## config.mk

```make
export PLATFORM = sky130hd
export DESIGN_NAME = fap_power_ctrl
export DESIGN_NICKNAME = d
export VERILOG_FILES = /design/src/fap_pkg.sv /design/src/fap_power_ctrl.sv /design/src/fap_sync.sv /design/src/fap_idle_timer.sv
export VERILOG_INCLUDE_DIRS = /design/src
export SDC_FILE = /design/constraint.sdc
export NUM_CORES = 1
export LEC_CHECK = 0
export ABC_AREA = 1
export ABC_CLOCK_PERIOD_IN_PS = 1760
export BUFFER_PORTS_ARGS = -buffer_cell sky130_fd_sc_hd__buf_2
export CORE_UTILIZATION = 44
export DETAILED_ROUTE_END_ITERATION = 10
export GPL_TIMING_DRIVEN = 0
export PLACE_DENSITY = 0.73
export SYNTH_ARGS = -nofsm -noshare
export SYNTH_HDL_FRONTEND = slang
export SYNTH_SLANG_ARGS = --single-unit
export TNS_END_PERCENT = 20
```

## constraint.sdc

```tcl
create_clock -name pclk -period 1.76 [get_ports pclk]
set_input_delay 0.088 -clock pclk [delete_from_list [all_inputs] [get_ports pclk]]
set_output_delay 0.088 -clock pclk [all_outputs]
set_load 0.01 [all_outputs]
```

## src/fap_consts.svh

```systemverilog
/*
 * Offsets, field positions, reset values and timing counts of the floppy
 * controller power manager. Assumes a 20 MHz register clock.
 */
// How it works
// Config zero bit 3 forces direct powerdown.
// Config seven bit 7 enables auto powerdown.
// Enable starts timer; status/data access restarts.
// Enter only when motors off, idle, timers expired.
// Disabling cancels timer and blocks auto entry.
// Host waits 8 us after auto wake.
// Host waits 8/4 us after direct powerdown.
// Rate select powerdown overrides auto powerdown.
// Reset wake resets; access wake keeps state.
// Motor write, status read, data access wake.
// After wake, idle timer restarts for 10 ms.
// All registers stay reachable in every state.
// Non-waking accesses keep powerdown and store data.
// Of reads, only status read and data access wake.
// Software reset bits wake; other bits do not.
// Drive pins disabled while powered down.
// Power-good pin gives chip-level powerdown.
`ifndef FAP_CONSTS_SVH
`define FAP_CONSTS_SVH

`define FAP_IDX_STATUS_A 6'h00
`define FAP_IDX_STATUS_B 6'h01
`define FAP_IDX_DIG_OUT 6'h02
`define FAP_IDX_RATE_MAIN 6'h04
`define FAP_IDX_DATA 6'h05
`define FAP_IDX_DIR_CCR 6'h07
`define FAP_IDX_CFG_ZERO 6'h10
`define FAP_IDX_CFG_SEVEN 6'h11
`define FAP_IDX_PWR_STAT 6'h12

`define FAP_CFG0_FDC_PWR 3
`define FAP_CFG7_FDC_AUTO 7
`define FAP_DOR_RESET_N 2
`define FAP_DOR_MOTOR_LO 4
`define FAP_DSR_SOFT_RST 7
`define FAP_DSR_PWR_DOWN 6

`define FAP_CFG0_RESET 8'h08
`define FAP_CFG7_RESET 8'h00
`define FAP_DOR_RESET 8'h04
`define FAP_CCR_RESET 8'h00
`define FAP_MSR_IDLE 8'h80

`define FAP_IDLE_TIME_MS 10
`define FAP_CLK_HZ 20000000
`define FAP_IDLE_CYCLES ((`FAP_IDLE_TIME_MS * `FAP_CLK_HZ) / 1000)

`endif

```

## src/fap_pkg.sv

```systemverilog
/*
 * Types of the floppy controller power manager.
 * Assumes fap_consts.svh is compiled alongside.
 */
`default_nettype none
package fap_pkg;
  typedef enum logic [0:0] {
    FAP_AWAKE = 1'b0,
    FAP_ASLEEP = 1'b1
  } fap_auto_st_t;
endpackage
`default_nettype wire

```

## src/fap_power_ctrl.sv

```systemverilog
/*
 * Floppy controller power manager with its APB register window.
 * Assumes the controller core shares pclk and reports idle state here.
 */
// Added by the designer: the APB interface to the registers.
`include "fap_consts.svh"
`default_nettype none
module fap_power_ctrl #(
  parameter int unsigned IDLE_CYCLES = `FAP_IDLE_CYCLES
) (
  // Clock and reset
  input wire logic pclk,
  input wire logic presetn,
  // APB slave
  input wire logic psel,
  input wire logic penable,
  input wire logic pwrite,
  input wire logic [7:0] paddr,
  input wire logic [31:0] pwdata,
  output logic [31:0] prdata,
  output logic pready,
  output logic pslverr,
  // Controller core status
  input wire logic [7:0] core_main_status,
  input wire logic core_int,
  input wire logic core_head_unloaded,
  input wire logic [7:0] core_rd_data,
  input wire logic [7:0] core_status_a,
  input wire logic [7:0] core_status_b,
  input wire logic [7:0] core_drive_in,
  input wire logic core_wr_data,
  input wire logic core_wr_gate,
  // Controller core control
  output logic core_data_wr,
  output logic core_data_rd,
  output logic [7:0] core_wr_byte,
  output logic core_soft_reset,
  output logic [7:0] core_rate_sel,
  output logic [7:0] core_ccr,
  output logic core_powered_down,
  // Chip pin
  input wire logic power_good_input,
  // Drive pins
  output logic [3:0] drive_motor,
  output logic [3:0] drive_select,
  output logic drive_wr_data,
  output logic drive_wr_gate,
  output logic drive_oen
);
  fap_pkg::fap_auto_st_t st_q;
  logic [7:0] cfg0_q, cfg7_q, dor_q, dsr_q, ccr_q;
  logic dsr_pd_q, auto_en_q, pgood;
  logic setup, access, rd_acc, wr_acc, hit, lapsed;
  logic msr_rd, data_acc, motor_wr, dor_rst, dsr_rst, soft_rst;
  logic wake, enter, auto_en, direct_pd, pd;
  logic [5:0] idx;
  logic [7:0] rd_mux;

  function automatic logic at(input logic [7:0] a, input logic [5:0] i);
    at = (a[1:0] == 2'b00) && (a[7:2] == i);
  endfunction

  fap_sync u_pgood (
    .pclk(pclk),
    .presetn(presetn),
    .pin(power_good_input),
    .level(pgood)
  );

  assign idx = paddr[7:2];
  assign setup = psel && !penable;
  assign access = psel && penable;
  assign rd_acc = access && !pwrite;
  assign wr_acc = access && pwrite;
  // One wait-free access phase; prdata is captured at the setup edge.
  assign pready = penable;
  assign hit = at(paddr, `FAP_IDX_STATUS_A) || at(paddr, `FAP_IDX_STATUS_B)
    || at(paddr, `FAP_IDX_DIG_OUT) || at(paddr, `FAP_IDX_RATE_MAIN)
    || at(paddr, `FAP_IDX_DATA) || at(paddr, `FAP_IDX_DIR_CCR)
    || at(paddr, `FAP_IDX_CFG_ZERO) || at(paddr, `FAP_IDX_CFG_SEVEN)
    || at(paddr, `FAP_IDX_PWR_STAT);
  assign pslverr = access && !hit;

  // Wake sources; reads of the digital output never count.
  assign msr_rd = rd_acc && at(paddr, `FAP_IDX_RATE_MAIN);
  assign data_acc = access && at(paddr, `FAP_IDX_DATA);
  assign motor_wr = wr_acc && at(paddr, `FAP_IDX_DIG_OUT)
    && (pwdata[`FAP_DOR_MOTOR_LO +: 4] != 4'h0);
  assign dor_rst = wr_acc && at(paddr, `FAP_IDX_DIG_OUT)
    && !pwdata[`FAP_DOR_RESET_N];
  assign dsr_rst = wr_acc && at(paddr, `FAP_IDX_RATE_MAIN)
    && pwdata[`FAP_DSR_SOFT_RST];
  assign soft_rst = dor_rst || dsr_rst;
  assign wake = msr_rd || data_acc || motor_wr || soft_rst;

  assign auto_en = cfg7_q[`FAP_CFG7_FDC_AUTO];
  assign direct_pd = !cfg0_q[`FAP_CFG0_FDC_PWR];
  // A wake in the entry cycle wins, so an access is never lost to sleep.
  assign enter = auto_en && !dsr_pd_q && !wake
    && (dor_q[`FAP_DOR_MOTOR_LO +: 4] == 4'h0)
    && (core_main_status == `FAP_MSR_IDLE) && !core_int
    && core_head_unloaded && lapsed;
  assign pd = direct_pd || dsr_pd_q || !pgood
    || (st_q == fap_pkg::FAP_ASLEEP);

  // Every wake reloads the count, so a woken controller gets the full
  // idle time again before it may sleep.
  fap_idle_timer #(
    .CYCLES(IDLE_CYCLES)
  ) u_timer (
    .pclk(pclk),
    .presetn(presetn),
    .enable(auto_en),
    .restart((auto_en && !auto_en_q) || msr_rd || data_acc || wake),
    .lapsed(lapsed)
  );

  always_ff @(posedge pclk or negedge presetn) begin
    if (!presetn) begin
      auto_en_q <= 1'b0;
    end else begin
      auto_en_q <= auto_en;
    end
  end

  // Auto powerdown state; the rate-select powerdown holds it off.
  always_ff @(posedge pclk or negedge presetn) begin
    if (!presetn) begin
      st_q <= fap_pkg::FAP_AWAKE;
    end else begin
      case (st_q)
        fap_pkg::FAP_AWAKE: begin
          if (enter) begin
            st_q <= fap_pkg::FAP_ASLEEP;
          end
        end
        fap_pkg::FAP_ASLEEP: begin
          if (wake || !auto_en) begin
            st_q <= fap_pkg::FAP_AWAKE;
          end
        end
        default: begin
          st_q <= fap_pkg::FAP_AWAKE;
        end
      endcase
    end
  end

  // Configuration registers.
  always_ff @(posedge pclk or negedge presetn) begin
    if (!presetn) begin
      cfg0_q <= `FAP_CFG0_RESET;
      cfg7_q <= `FAP_CFG7_RESET;
    end else if (wr_acc && at(paddr, `FAP_IDX_CFG_ZERO)) begin
      cfg0_q <= pwdata[7:0];
    end else if (wr_acc && at(paddr, `FAP_IDX_CFG_SEVEN)) begin
      cfg7_q <= pwdata[7:0];
    end
  end

  // Controller registers keep their values in any power state.
  always_ff @(posedge pclk or negedge presetn) begin
    if (!presetn) begin
      dor_q <= `FAP_DOR_RESET;
      ccr_q <= `FAP_CCR_RESET;
    end else if (wr_acc && at(paddr, `FAP_IDX_DIG_OUT)) begin
      dor_q <= pwdata[7:0];
    end else if (wr_acc && at(paddr, `FAP_IDX_DIR_CCR)) begin
      ccr_q <= pwdata[7:0];
    end
  end

  // The reset bit of the rate select is self-clearing.
  always_ff @(posedge pclk or negedge presetn) begin
    if (!presetn) begin
      dsr_q <= 8'h00;
    end else if (wr_acc && at(paddr, `FAP_IDX_RATE_MAIN)) begin
      dsr_q <= {1'b0, pwdata[6:0]};
    end
  end

  // Rate-select powerdown ends on a waking access or software reset.
  always_ff @(posedge pclk or negedge presetn) begin
    if (!presetn) begin
      dsr_pd_q <= 1'b0;
    end else if (wr_acc && at(paddr, `FAP_IDX_RATE_MAIN)
        && pwdata[`FAP_DSR_PWR_DOWN] && !pwdata[`FAP_DSR_SOFT_RST]) begin
      dsr_pd_q <= 1'b1;
    end else if (wake) begin
      dsr_pd_q <= 1'b0;
    end
  end

  // Core strobes and software reset run a normal reset sequence.
  always_ff @(posedge pclk or negedge presetn) begin
    if (!presetn) begin
      core_data_wr <= 1'b0;
      core_data_rd <= 1'b0;
      core_wr_byte <= 8'h00;
      core_soft_reset <= 1'b0;
    end else begin
      core_data_wr <= data_acc && pwrite;
      core_data_rd <= data_acc && !pwrite;
      core_soft_reset <= soft_rst;
      if (data_acc && pwrite) begin
        core_wr_byte <= pwdata[7:0];
      end
    end
  end

  always_comb begin
    rd_mux = 8'h00;
    case (idx)
      `FAP_IDX_STATUS_A: rd_mux = core_status_a;
      `FAP_IDX_STATUS_B: rd_mux = core_status_b;
      `FAP_IDX_DIG_OUT: rd_mux = dor_q;
      `FAP_IDX_RATE_MAIN: rd_mux = core_main_status;
      `FAP_IDX_DATA: rd_mux = core_rd_data;
      `FAP_IDX_DIR_CCR: rd_mux = core_drive_in;
      `FAP_IDX_CFG_ZERO: rd_mux = cfg0_q;
      `FAP_IDX_CFG_SEVEN: rd_mux = cfg7_q;
      `FAP_IDX_PWR_STAT:
        rd_mux = {3'h0, lapsed, !pgood, dsr_pd_q, st_q, pd};
      default: rd_mux = 8'h00;
    endcase
  end

  // Read data is sampled in the setup cycle, so reads never stall.
  always_ff @(posedge pclk or negedge presetn) begin
    if (!presetn) begin
      prdata <= 32'h00000000;
    end else if (setup && !pwrite) begin
      prdata <= {24'h000000, hit && paddr[1:0] == 2'b00 ? rd_mux : 8'h00};
    end
  end

  // Drive-side pins released while down; host interface stays live.
  always_ff @(posedge pclk or negedge presetn) begin
    if (!presetn) begin
      drive_motor <= 4'h0;
      drive_select <= 4'h0;
      drive_wr_data <= 1'b0;
      drive_wr_gate <= 1'b0;
      drive_oen <= 1'b1;
      core_powered_down <= 1'b0;
      core_rate_sel <= 8'h00;
      core_ccr <= `FAP_CCR_RESET;
    end else begin
      drive_oen <= pd;
      drive_motor <= pd ? 4'h0 : dor_q[`FAP_DOR_MOTOR_LO +: 4];
      drive_select <= pd ? 4'h0 : 4'(4'h1 << dor_q[1:0]);
      drive_wr_data <= !pd && core_wr_data;
      drive_wr_gate <= !pd && core_wr_gate;
      core_powered_down <= pd;
      core_rate_sel <= dsr_q;
      core_ccr <= ccr_q;
    end
  end
endmodule
`default_nettype wire

```

## src/fap_sync.sv

```systemverilog
/*
 * Two flip-flop synchroniser for one asynchronous pin.
 * Assumes the pin may change at any time relative to pclk.
 */
`default_nettype none
module fap_sync (
  // Clock and reset
  input wire logic pclk,
  input wire logic presetn,
  // Level in and out
  input wire logic pin,
  output logic level
);
  logic meta_q;

  always_ff @(posedge pclk or negedge presetn) begin
    if (!presetn) begin
      meta_q <= 1'b0;
      level <= 1'b0;
    end else begin
      meta_q <= pin;
      level <= meta_q;
    end
  end
endmodule
`default_nettype wire

```

## src/fap_idle_timer.sv

```systemverilog
/*
 * Down counter for the auto powerdown idle time.
 * Assumes restart and enable come from logic on pclk.
 */
`default_nettype none
module fap_idle_timer #(
  parameter int unsigned CYCLES = 200000
) (
  // Clock and reset
  input wire logic pclk,
  input wire logic presetn,
  // Control
  input wire logic enable,
  input wire logic restart,
  // Status
  output logic lapsed
);
  logic [17:0] count_q;

  // A restart wins over the countdown so no access is missed.
  always_ff @(posedge pclk or negedge presetn) begin
    if (!presetn) begin
      count_q <= 18'h00000;
      lapsed <= 1'b0;
    end else if (!enable) begin
      count_q <= 18'h00000;
      lapsed <= 1'b0;
    end else if (restart) begin
      count_q <= 18'(CYCLES - 1);
      lapsed <= 1'b0;
    end else if (count_q != 18'h00000) begin
      count_q <= count_q - 18'h00001;
    end else begin
      lapsed <= 1'b1;
    end
  end
endmodule
`default_nettype wire

```

==> metrics.yaml, run 1 <==
fillers: 1012
die_h_um: 111
synth-seq-cells: 109
track_usage_pct: 23.7
yosysTopAreaCell: "dfrtp_1"
finalNetCount: 887
vias: 4781
first_pass_iters: 8
power_mw: 5.21
ys_seq_area_share_pct: 52.0
synth_edf_count: 0
yosysUniqueCellTypes: 39
holdPathStages: 2
worst_skew_pair.late_latency_ns: 0.36
hold_class: "in2reg"
worstSetupPathType: "reg2reg"
hold_viol_final: 0
ff2ff_path_depth: 10
avgSynthCellArea_um2: 8.40
slew_viol_final: 0
cts_buffers: 9
cellPowerDensity_nw_per_um2: 771
finalWirelength_um: 14300
fin_crit_sh_pct: 96.0
violations: "design-rule violations"
cp_max_fo: 5
yosys-mux-area-fraction_pct: 0
vias_per_cell: 5.06
syn_to_final_growth_pct: 28.5
grt_pass1_vias: 4634
synth_compound_area_share_pct: 8.29
relSlewSlack_pct: 50.5
reg2reg_from: "u_timer.count_q[11]$_DFFE_PN0P_"
clock-root-buffer: "clkbuf_16"
netlist_area_um2: 5250
initial_core_util_pct: 45.6
register_area_um2: 2730
overflow: 0
yosys_warnings: 0
synth.area.top_cells: "dfrtp_1 (51%), nand2_1 (12%), o21ai_0 (5.6%), inv_1 (4.8%), nor2_1 (4.1%)"
start_kind: "register"
synth_cells: 625
synth_top_area_share_pct: 50.5
synth_top_family_by_area: "simple AND/OR/NAND/NOR gates"
fmax_ghz: 0.592
chipWidth_um: 111
cts_tree: "built"
first_iter_violations: 450
clockBufferDepth: 2
grt_pass1_wl_um: 22800
power_leakage_nw: 3.70
postRouteAntennaNets: 0
antenna_found_initial: 0
cap_violations: 0
endpoint_kind: "register"
core_um2: 11500
period_minus_slack_ns: 1.69
drive_gt1_share_pct: 28.7
setup_viol: 0
wire_per_inst_um: 15.2
synthXorXnorAreaFrac_pct: 1.33
placementRows: 39
fin_worst_skew_ns: 0.00517
yosysMostFrequentCell: "nand2_1"
clk_pin_slew_ns: 0.08
crit_required_ns: 2.05
status: "finished, violations left"
n_antenna_cell: 0
ys_top_cells_by_count: "nand2_1 (161), dfrtp_1 (106), inv_1 (67), o21ai_0 (59), nor2_1 (57)"
multi_input_area_um2: 2170
place.gp.congestion: 0.904
dp_hpwl_um: 10300
port_buffers: 113
synth-main-ff-cell: "dfrtp_1"
ir_worst_vdd_mv: 0.452
synth_simple_gate_area_share_pct: 28.0
clkSinkCount: 109
hp-start: "pwrite"
die_area_um2: 12400
arrival_ns: 1.98
drc: 8
cp-startpoint: "u_timer.count_q[11]$_DFFE_PN0P_"
async_reset_ff_share_pct: 100
h-tree-depth: 3
finalSetupTns_ns: 0
synthAdderAreaFrac_pct: 0.238
grt_max_degree: 56
io_pins: 163
worst_pin_slew_ns: 0.743
-- cell usage in the layout (no fill, tap or decap), types with 6 or more instances in the layout --
cell | netlist | layout
inv_1 | 67 | 63
inv_2 | 5 | 6
conb_1 | 1 | 25
dfrtp_1 | 106 | 105
nor2_4 | 5 | 7
dlygate4sd3_1 | 0 | 11
a21oi_1 | 12 | 12
nor2_2 | 14 | 19
nand3_1 | 30 | 30
clkbuf_16 | 0 | 10
nand2_1 | 161 | 159
buf_2 | 3 | 115
nor3_1 | 10 | 8
buf_4 | 26 | 37
o21ai_0 | 59 | 59
nor2_1 | 57 | 50
nand4_1 | 15 | 15
-- layout make-up --
cell class	instances	share of cell area [%]
multi-input cells	431	32.1
inverters	72	4.15
well taps	143	2.65
flip-flops and latches	109	40.5
plain buffers	37	3.84
clock inverters	7	1.46
repair buffers	136	11.9
clock buffers	9	3.34
-- flip-flops by register name, indices dropped and copies added (netlist names), 4 cells and up --
signal and cells:
ccr_q 8, cfg0_q 8, cfg7_q 8, u_timer.count_q 18
core_wr_byte 8, core_ccr 8, dor_q 8, drive_motor 4
dsr_q 7, core_rate_sel 7, prdata 8, drive_select 4
-- routing by layer --
metal  GRT usage [%]  vias to the layer above  share of wire, %
li1                -                     2283                 -
met1            29.6                     2249                39
met2            40.2                      218                51
met3            3.44                       31               7.7
met4            11.4                        0               2.7
met5               0                        -                 0
-- final timing paths --
kind	slack, ns	end
worst min-delay path	0.02	core_data_rd$_DFF_PN0_
worst max register to register	0.07	u_timer.count_q[1]$_DFFE_PN0P_
max in group asynchronous	0.66	dor_q[2]$_DFFE_PN1P_
min in group asynchronous	0.34	core_powered_down$_DFF_PN0_
worst min register to register	0.36	u_pgood.level$_DFF_PN0_
worst max-delay path	0.07	u_timer.count_q[1]$_DFFE_PN0P_
-- critical path: stages (launching register included) --
cell and delay [ns]:
dfrtp_1 0.44, nor2_1 0.16, nand3_1 0.12, nor2_2 0.15
nand4_1 0.13, nor2_2 0.17, nand3_4 0.10, inv_4 0.10
buf_8 0.12, nand2_1 0.05, nand2_1 0.06
-- kinds of logic (layout without fill, tap and decap cells) --
| family | after synthesis | count (layout) |
|---|---|---|
| and+or+nand+nor | 314 | 315 |
| buffers and inverters | 110 | 261 |
| DFF | 109 | 109 |
| AOI/OAI and AO/OA | 82 | 82 |
| xor gates and xnor gates | 8 | 8 |
| adders and majority gates | 1 | 1 |
| other | 1 | 25 |
-- power by group --
group | switching, mW | total [mW] | internal (mW)
Combinational | 0.323 | 0.543 | 0.219
Clock | 1.07 | 2.11 | 1.04
Sequential | 0.0186 | 2.55 | 2.53
Total | 1.41 | 5.21 | 3.79
-- stage by stage --
stage	setup WS (ns)	cell area, um^2	hold WS (ns)	std cells	util [%]
floorplan	0.0252	5340	-0.208	649	-
global placement	-0.591	6090	0.198	905	52.9
detailed placement	-0.352	6120	0.198	906	53.1
CTS	-0.00410	6600	0.00450	936	57.3
global route	-0.0773	6750	0.0105	944	58.6
finish	0.0709	6750	0.0160	944	58.6
-- what timing repair did --
item / 4_1_cts / 5_1_grt
pin swaps: 1 / 7
setup endpoints to repair: 18 / 18
gates resized for setup: 8 / 18
hold endpoints to repair: 63 / 0
cloned: 1 / 1
buffers inserted: 2 / 8
hold buffers: 11 / 0
Power figures use the tool's default switching activity.
==> inputs of run 2 (changes only) <==
--- a/config.mk
+++ b/config.mk
@@ -7,12 +7,12 @@
 export NUM_CORES = 1
 export LEC_CHECK = 0
 export ABC_AREA = 1
-export ABC_CLOCK_PERIOD_IN_PS = 1760
+export ABC_CLOCK_PERIOD_IN_PS = 1900
 export BUFFER_PORTS_ARGS = -buffer_cell sky130_fd_sc_hd__buf_2
 export CORE_UTILIZATION = 44
 export DETAILED_ROUTE_END_ITERATION = 10
 export GPL_TIMING_DRIVEN = 0
-export PLACE_DENSITY = 0.73
+export PLACE_DENSITY = 0.7
 export SYNTH_ARGS = -nofsm -noshare
 export SYNTH_HDL_FRONTEND = slang
 export SYNTH_SLANG_ARGS = --single-unit
==> constraint.sdc (replaced) <==
create_clock -name pclk -period 1.9 [get_ports pclk]
set_input_delay 0.095 -clock pclk [delete_from_list [all_inputs] [get_ports pclk]]
set_output_delay 0.095 -clock pclk [all_outputs]
set_load 0.01 [all_outputs]
==> run 2 against run 1 <==
- the run still ends with design-rule violations left
- highest routed layer unchanged
- hold slack better by 0.035 ns
- clock skew is 0.0039 ns higher
- first-iteration DRC count fell by 27%
- sequential share of layout area rose by 0.87 points
- total power down 9.9%
- global-route usage fell by 0.38 points
- clock power decreased by 13%
- design area decreased by 2.1%
==> metrics.yaml, run 2 (synthesis gave the netlist of run 1 again) <==
clk_pin_slew_ns: 0.08  # about the same
initial_core_util_pct: 45.6  # unchanged
track_usage_pct: 23.3  # was 23.7%
vias: 4815  # was 4781
syn_to_final_growth_pct: 25.8  # was 28.5%
fmax_ghz: 0.565  # was 0.592 GHz
fillers: 1070  # was 1012
clkSinkCount: 109  # unchanged
cellPowerDensity_nw_per_um2: 710  # was 771 nW/um^2
port_buffers: 113  # unchanged
endpoint_kind: "register"  # unchanged
register_area_um2: 2730  # unchanged
cp_max_fo: 4  # was 5
ir_worst_vdd_mv: 0.559  # was 0.452 mV
fin_crit_sh_pct: 93.1  # was 96.0%
dp_hpwl_um: 10100  # was 10300 um
start_kind: "register"  # unchanged
seq_power_share_pct: 50.4  # was 49.1%
io_pins: 163  # unchanged
clockBufferDepth: 2  # unchanged
antenna_found_initial: 0  # unchanged
wire_per_inst_um: 14.7  # was 15.2 um
h-tree-depth: 3  # unchanged
rsz0062_at_grt: "false"
cts_tree: "built"  # unchanged
die_h_um: 111  # unchanged
n_antenna_cell: 0  # unchanged
drc: 8  # unchanged
worst_pin_slew_ns: 0.534  # was 0.743 ns
swShare_pct: 25.9  # was 27.1%
relSlewSlack_pct: 64.4  # was 50.5%
hold_viol_final: 0  # unchanged
hold_class: "in2reg"  # unchanged
grt_pass1_wl_um: 22300  # was 22800 um
finalWirelength_um: 13800  # was 14300 um
slew_viol_final: 0  # unchanged
finalNetCount: 881  # was 887
arrival_ns: 2.01  # was 1.98 ns
setup_viol: 0  # unchanged
worst_skew_pair.late_latency_ns: 0.35  # was 0.36 ns
place.gp.congestion: 0.911  # was 0.904
p_switching_mw: 1.22  # was 1.41 mW
power_mw: 4.69  # was 5.21 mW
status: "finished, violations left"  # unchanged
clock-root-buffer: "clkbuf_16"  # unchanged
first_iter_violations: 329  # was 450
core_um2: 11500  # unchanged
largest_reg_flops: 18  # unchanged
p_comb_share_pct: 10.5  # was 10.4%
first_pass_iters: 10  # was 8
overflow: 0  # unchanged
clkPwrFrac_pct: 39.1  # was 40.5%
postRouteAntennaNets: 0  # unchanged
multi_input_area_um2: 2130  # was 2170 um^2
grt_max_degree: 78  # was 56
period_minus_slack_ns: 1.77  # was 1.69 ns
layout_common_cells: "nand2_1 (161), buf_2 (115), dfrtp_1 (105)"  # was nand2_1 (159), buf_2 (115), dfrtp_1 (105)
top_register: "u_timer.count_q"  # unchanged
placementRows: 39  # unchanged
drive_gt1_share_pct: 26.5  # was 28.7%
cts_buffers: 9  # unchanged
vias_per_cell: 5.13  # was 5.06
final_common_cell: "nand2_1"  # unchanged
chipWidth_um: 111  # unchanged
fin_worst_skew_ns: 0.00911  # was 0.00517 ns
hold-worst-slack_ns: 0.0507  # was 0.0160 ns
die_area_um2: 12400  # unchanged
violations: "design-rule violations"  # unchanged
p_int_mw: 3.47  # was 3.79 mW
power_leakage_nw: 3.65  # was 3.70 nW
grt_pass1_vias: 4541  # was 4634
worstSetupPathType: "reg2reg"  # unchanged
cap_violations: 0  # unchanged
crit_required_ns: 2.14  # was 2.05 ns
## run 2: changes by cell type in the layout (fill, tap and decap cells not counted), sizes merged
cell / delta
clkinv: -1
clkbuf: +1
dlygate4sd3: +1
inv: +1
clkinvlp: -1
buf: -7
## run 2: area by class of cell
cell class / instances / area share, %
sequential: 109 / 41.4
tap: 143 / 2.71
clock inverter: 6 / 1.04
clock buffer: 10 / 3.47
timing repair buffer: 129 / 11.2
buffer: 38 / 3.98
multi-input combinational: 431 / 32.2
inverter: 72 / 4.09
## run 2: final timing paths
kind / startpoint / endpoint / slack [ns] / depth (start not counted)
setup / recovery: u_timer.count_q[7]$_DFFE_PN0P_ / u_timer.count_q[15]$_DFFE_PN0P_ / 0.13 / 8
hold / removal: paddr[0] / core_data_rd$_DFF_PN0_ / 0.05 / 4
setup reg to reg: u_timer.count_q[7]$_DFFE_PN0P_ / u_timer.count_q[15]$_DFFE_PN0P_ / 0.13 / 8
hold reg to reg: cfg7_q[7]$_DFFE_PN0P_ / auto_en_q$_DFF_PN0_ / 0.38 / 0
max in group asynchronous: presetn / cfg0_q[3]$_DFFE_PN1P_ / 0.91 / 3
min in group asynchronous: presetn / drive_motor[0]$_DFF_PN0_ / 0.25 / 2
## run 2: what timing repair did
item	in CTS	in global routing
hold endpoints to repair	43	0
hold buffers	12	0
cloned	1	0
pin swaps	1	2
setup buffers	1	2
resized for setup	6	6
setup endpoints to repair	17	18
## run 2: layer usage
layer | global-route usage [%] | vias up | wire, um
li1 | - | 2280 | -
met1 | 29.0 | 2268 | 5480
met2 | 39.4 | 237 | 6930
met3 | 5.80 | 30 | 1060
met4 | 8.02 | 0 | 328
met5 | 0 | - | 0
## run 2: critical path: stages, from the launching register on
cell	delay [ns]
dfrtp_1	0.41
nor2_1	0.24
nand2_1	0.14
nor3_2	0.29
nand2_1	0.10
nor3_1	0.24
nand3_1	0.11
nand2_1	0.09
nor2_1	0.04
## run 2: power groups by stage
stage,Clock [mW],Combinational (mW),Sequential (mW)
floorplan,0,0.240,2.41
global placement,0,0.430,2.41
detailed placement,0,0.448,2.41
CTS,1.89,0.481,2.36
global route,1.98,0.543,2.37
finish,1.84,0.490,2.36
## run 2: metrics by stage
step	util [%]	setup slack [ns]	TNS, ns	cells	area, um^2
after floorplan	-	0.165	0	649	5340
after global placement	52.9	-0.448	-47.53	905	6090
after detailed placement	53.1	-0.243	-2.28	906	6120
after global routing	57.4	0.0226	0	938	6610
after CTS	57.0	0.00759	0	936	6570
final	57.4	0.131	0	938	6610
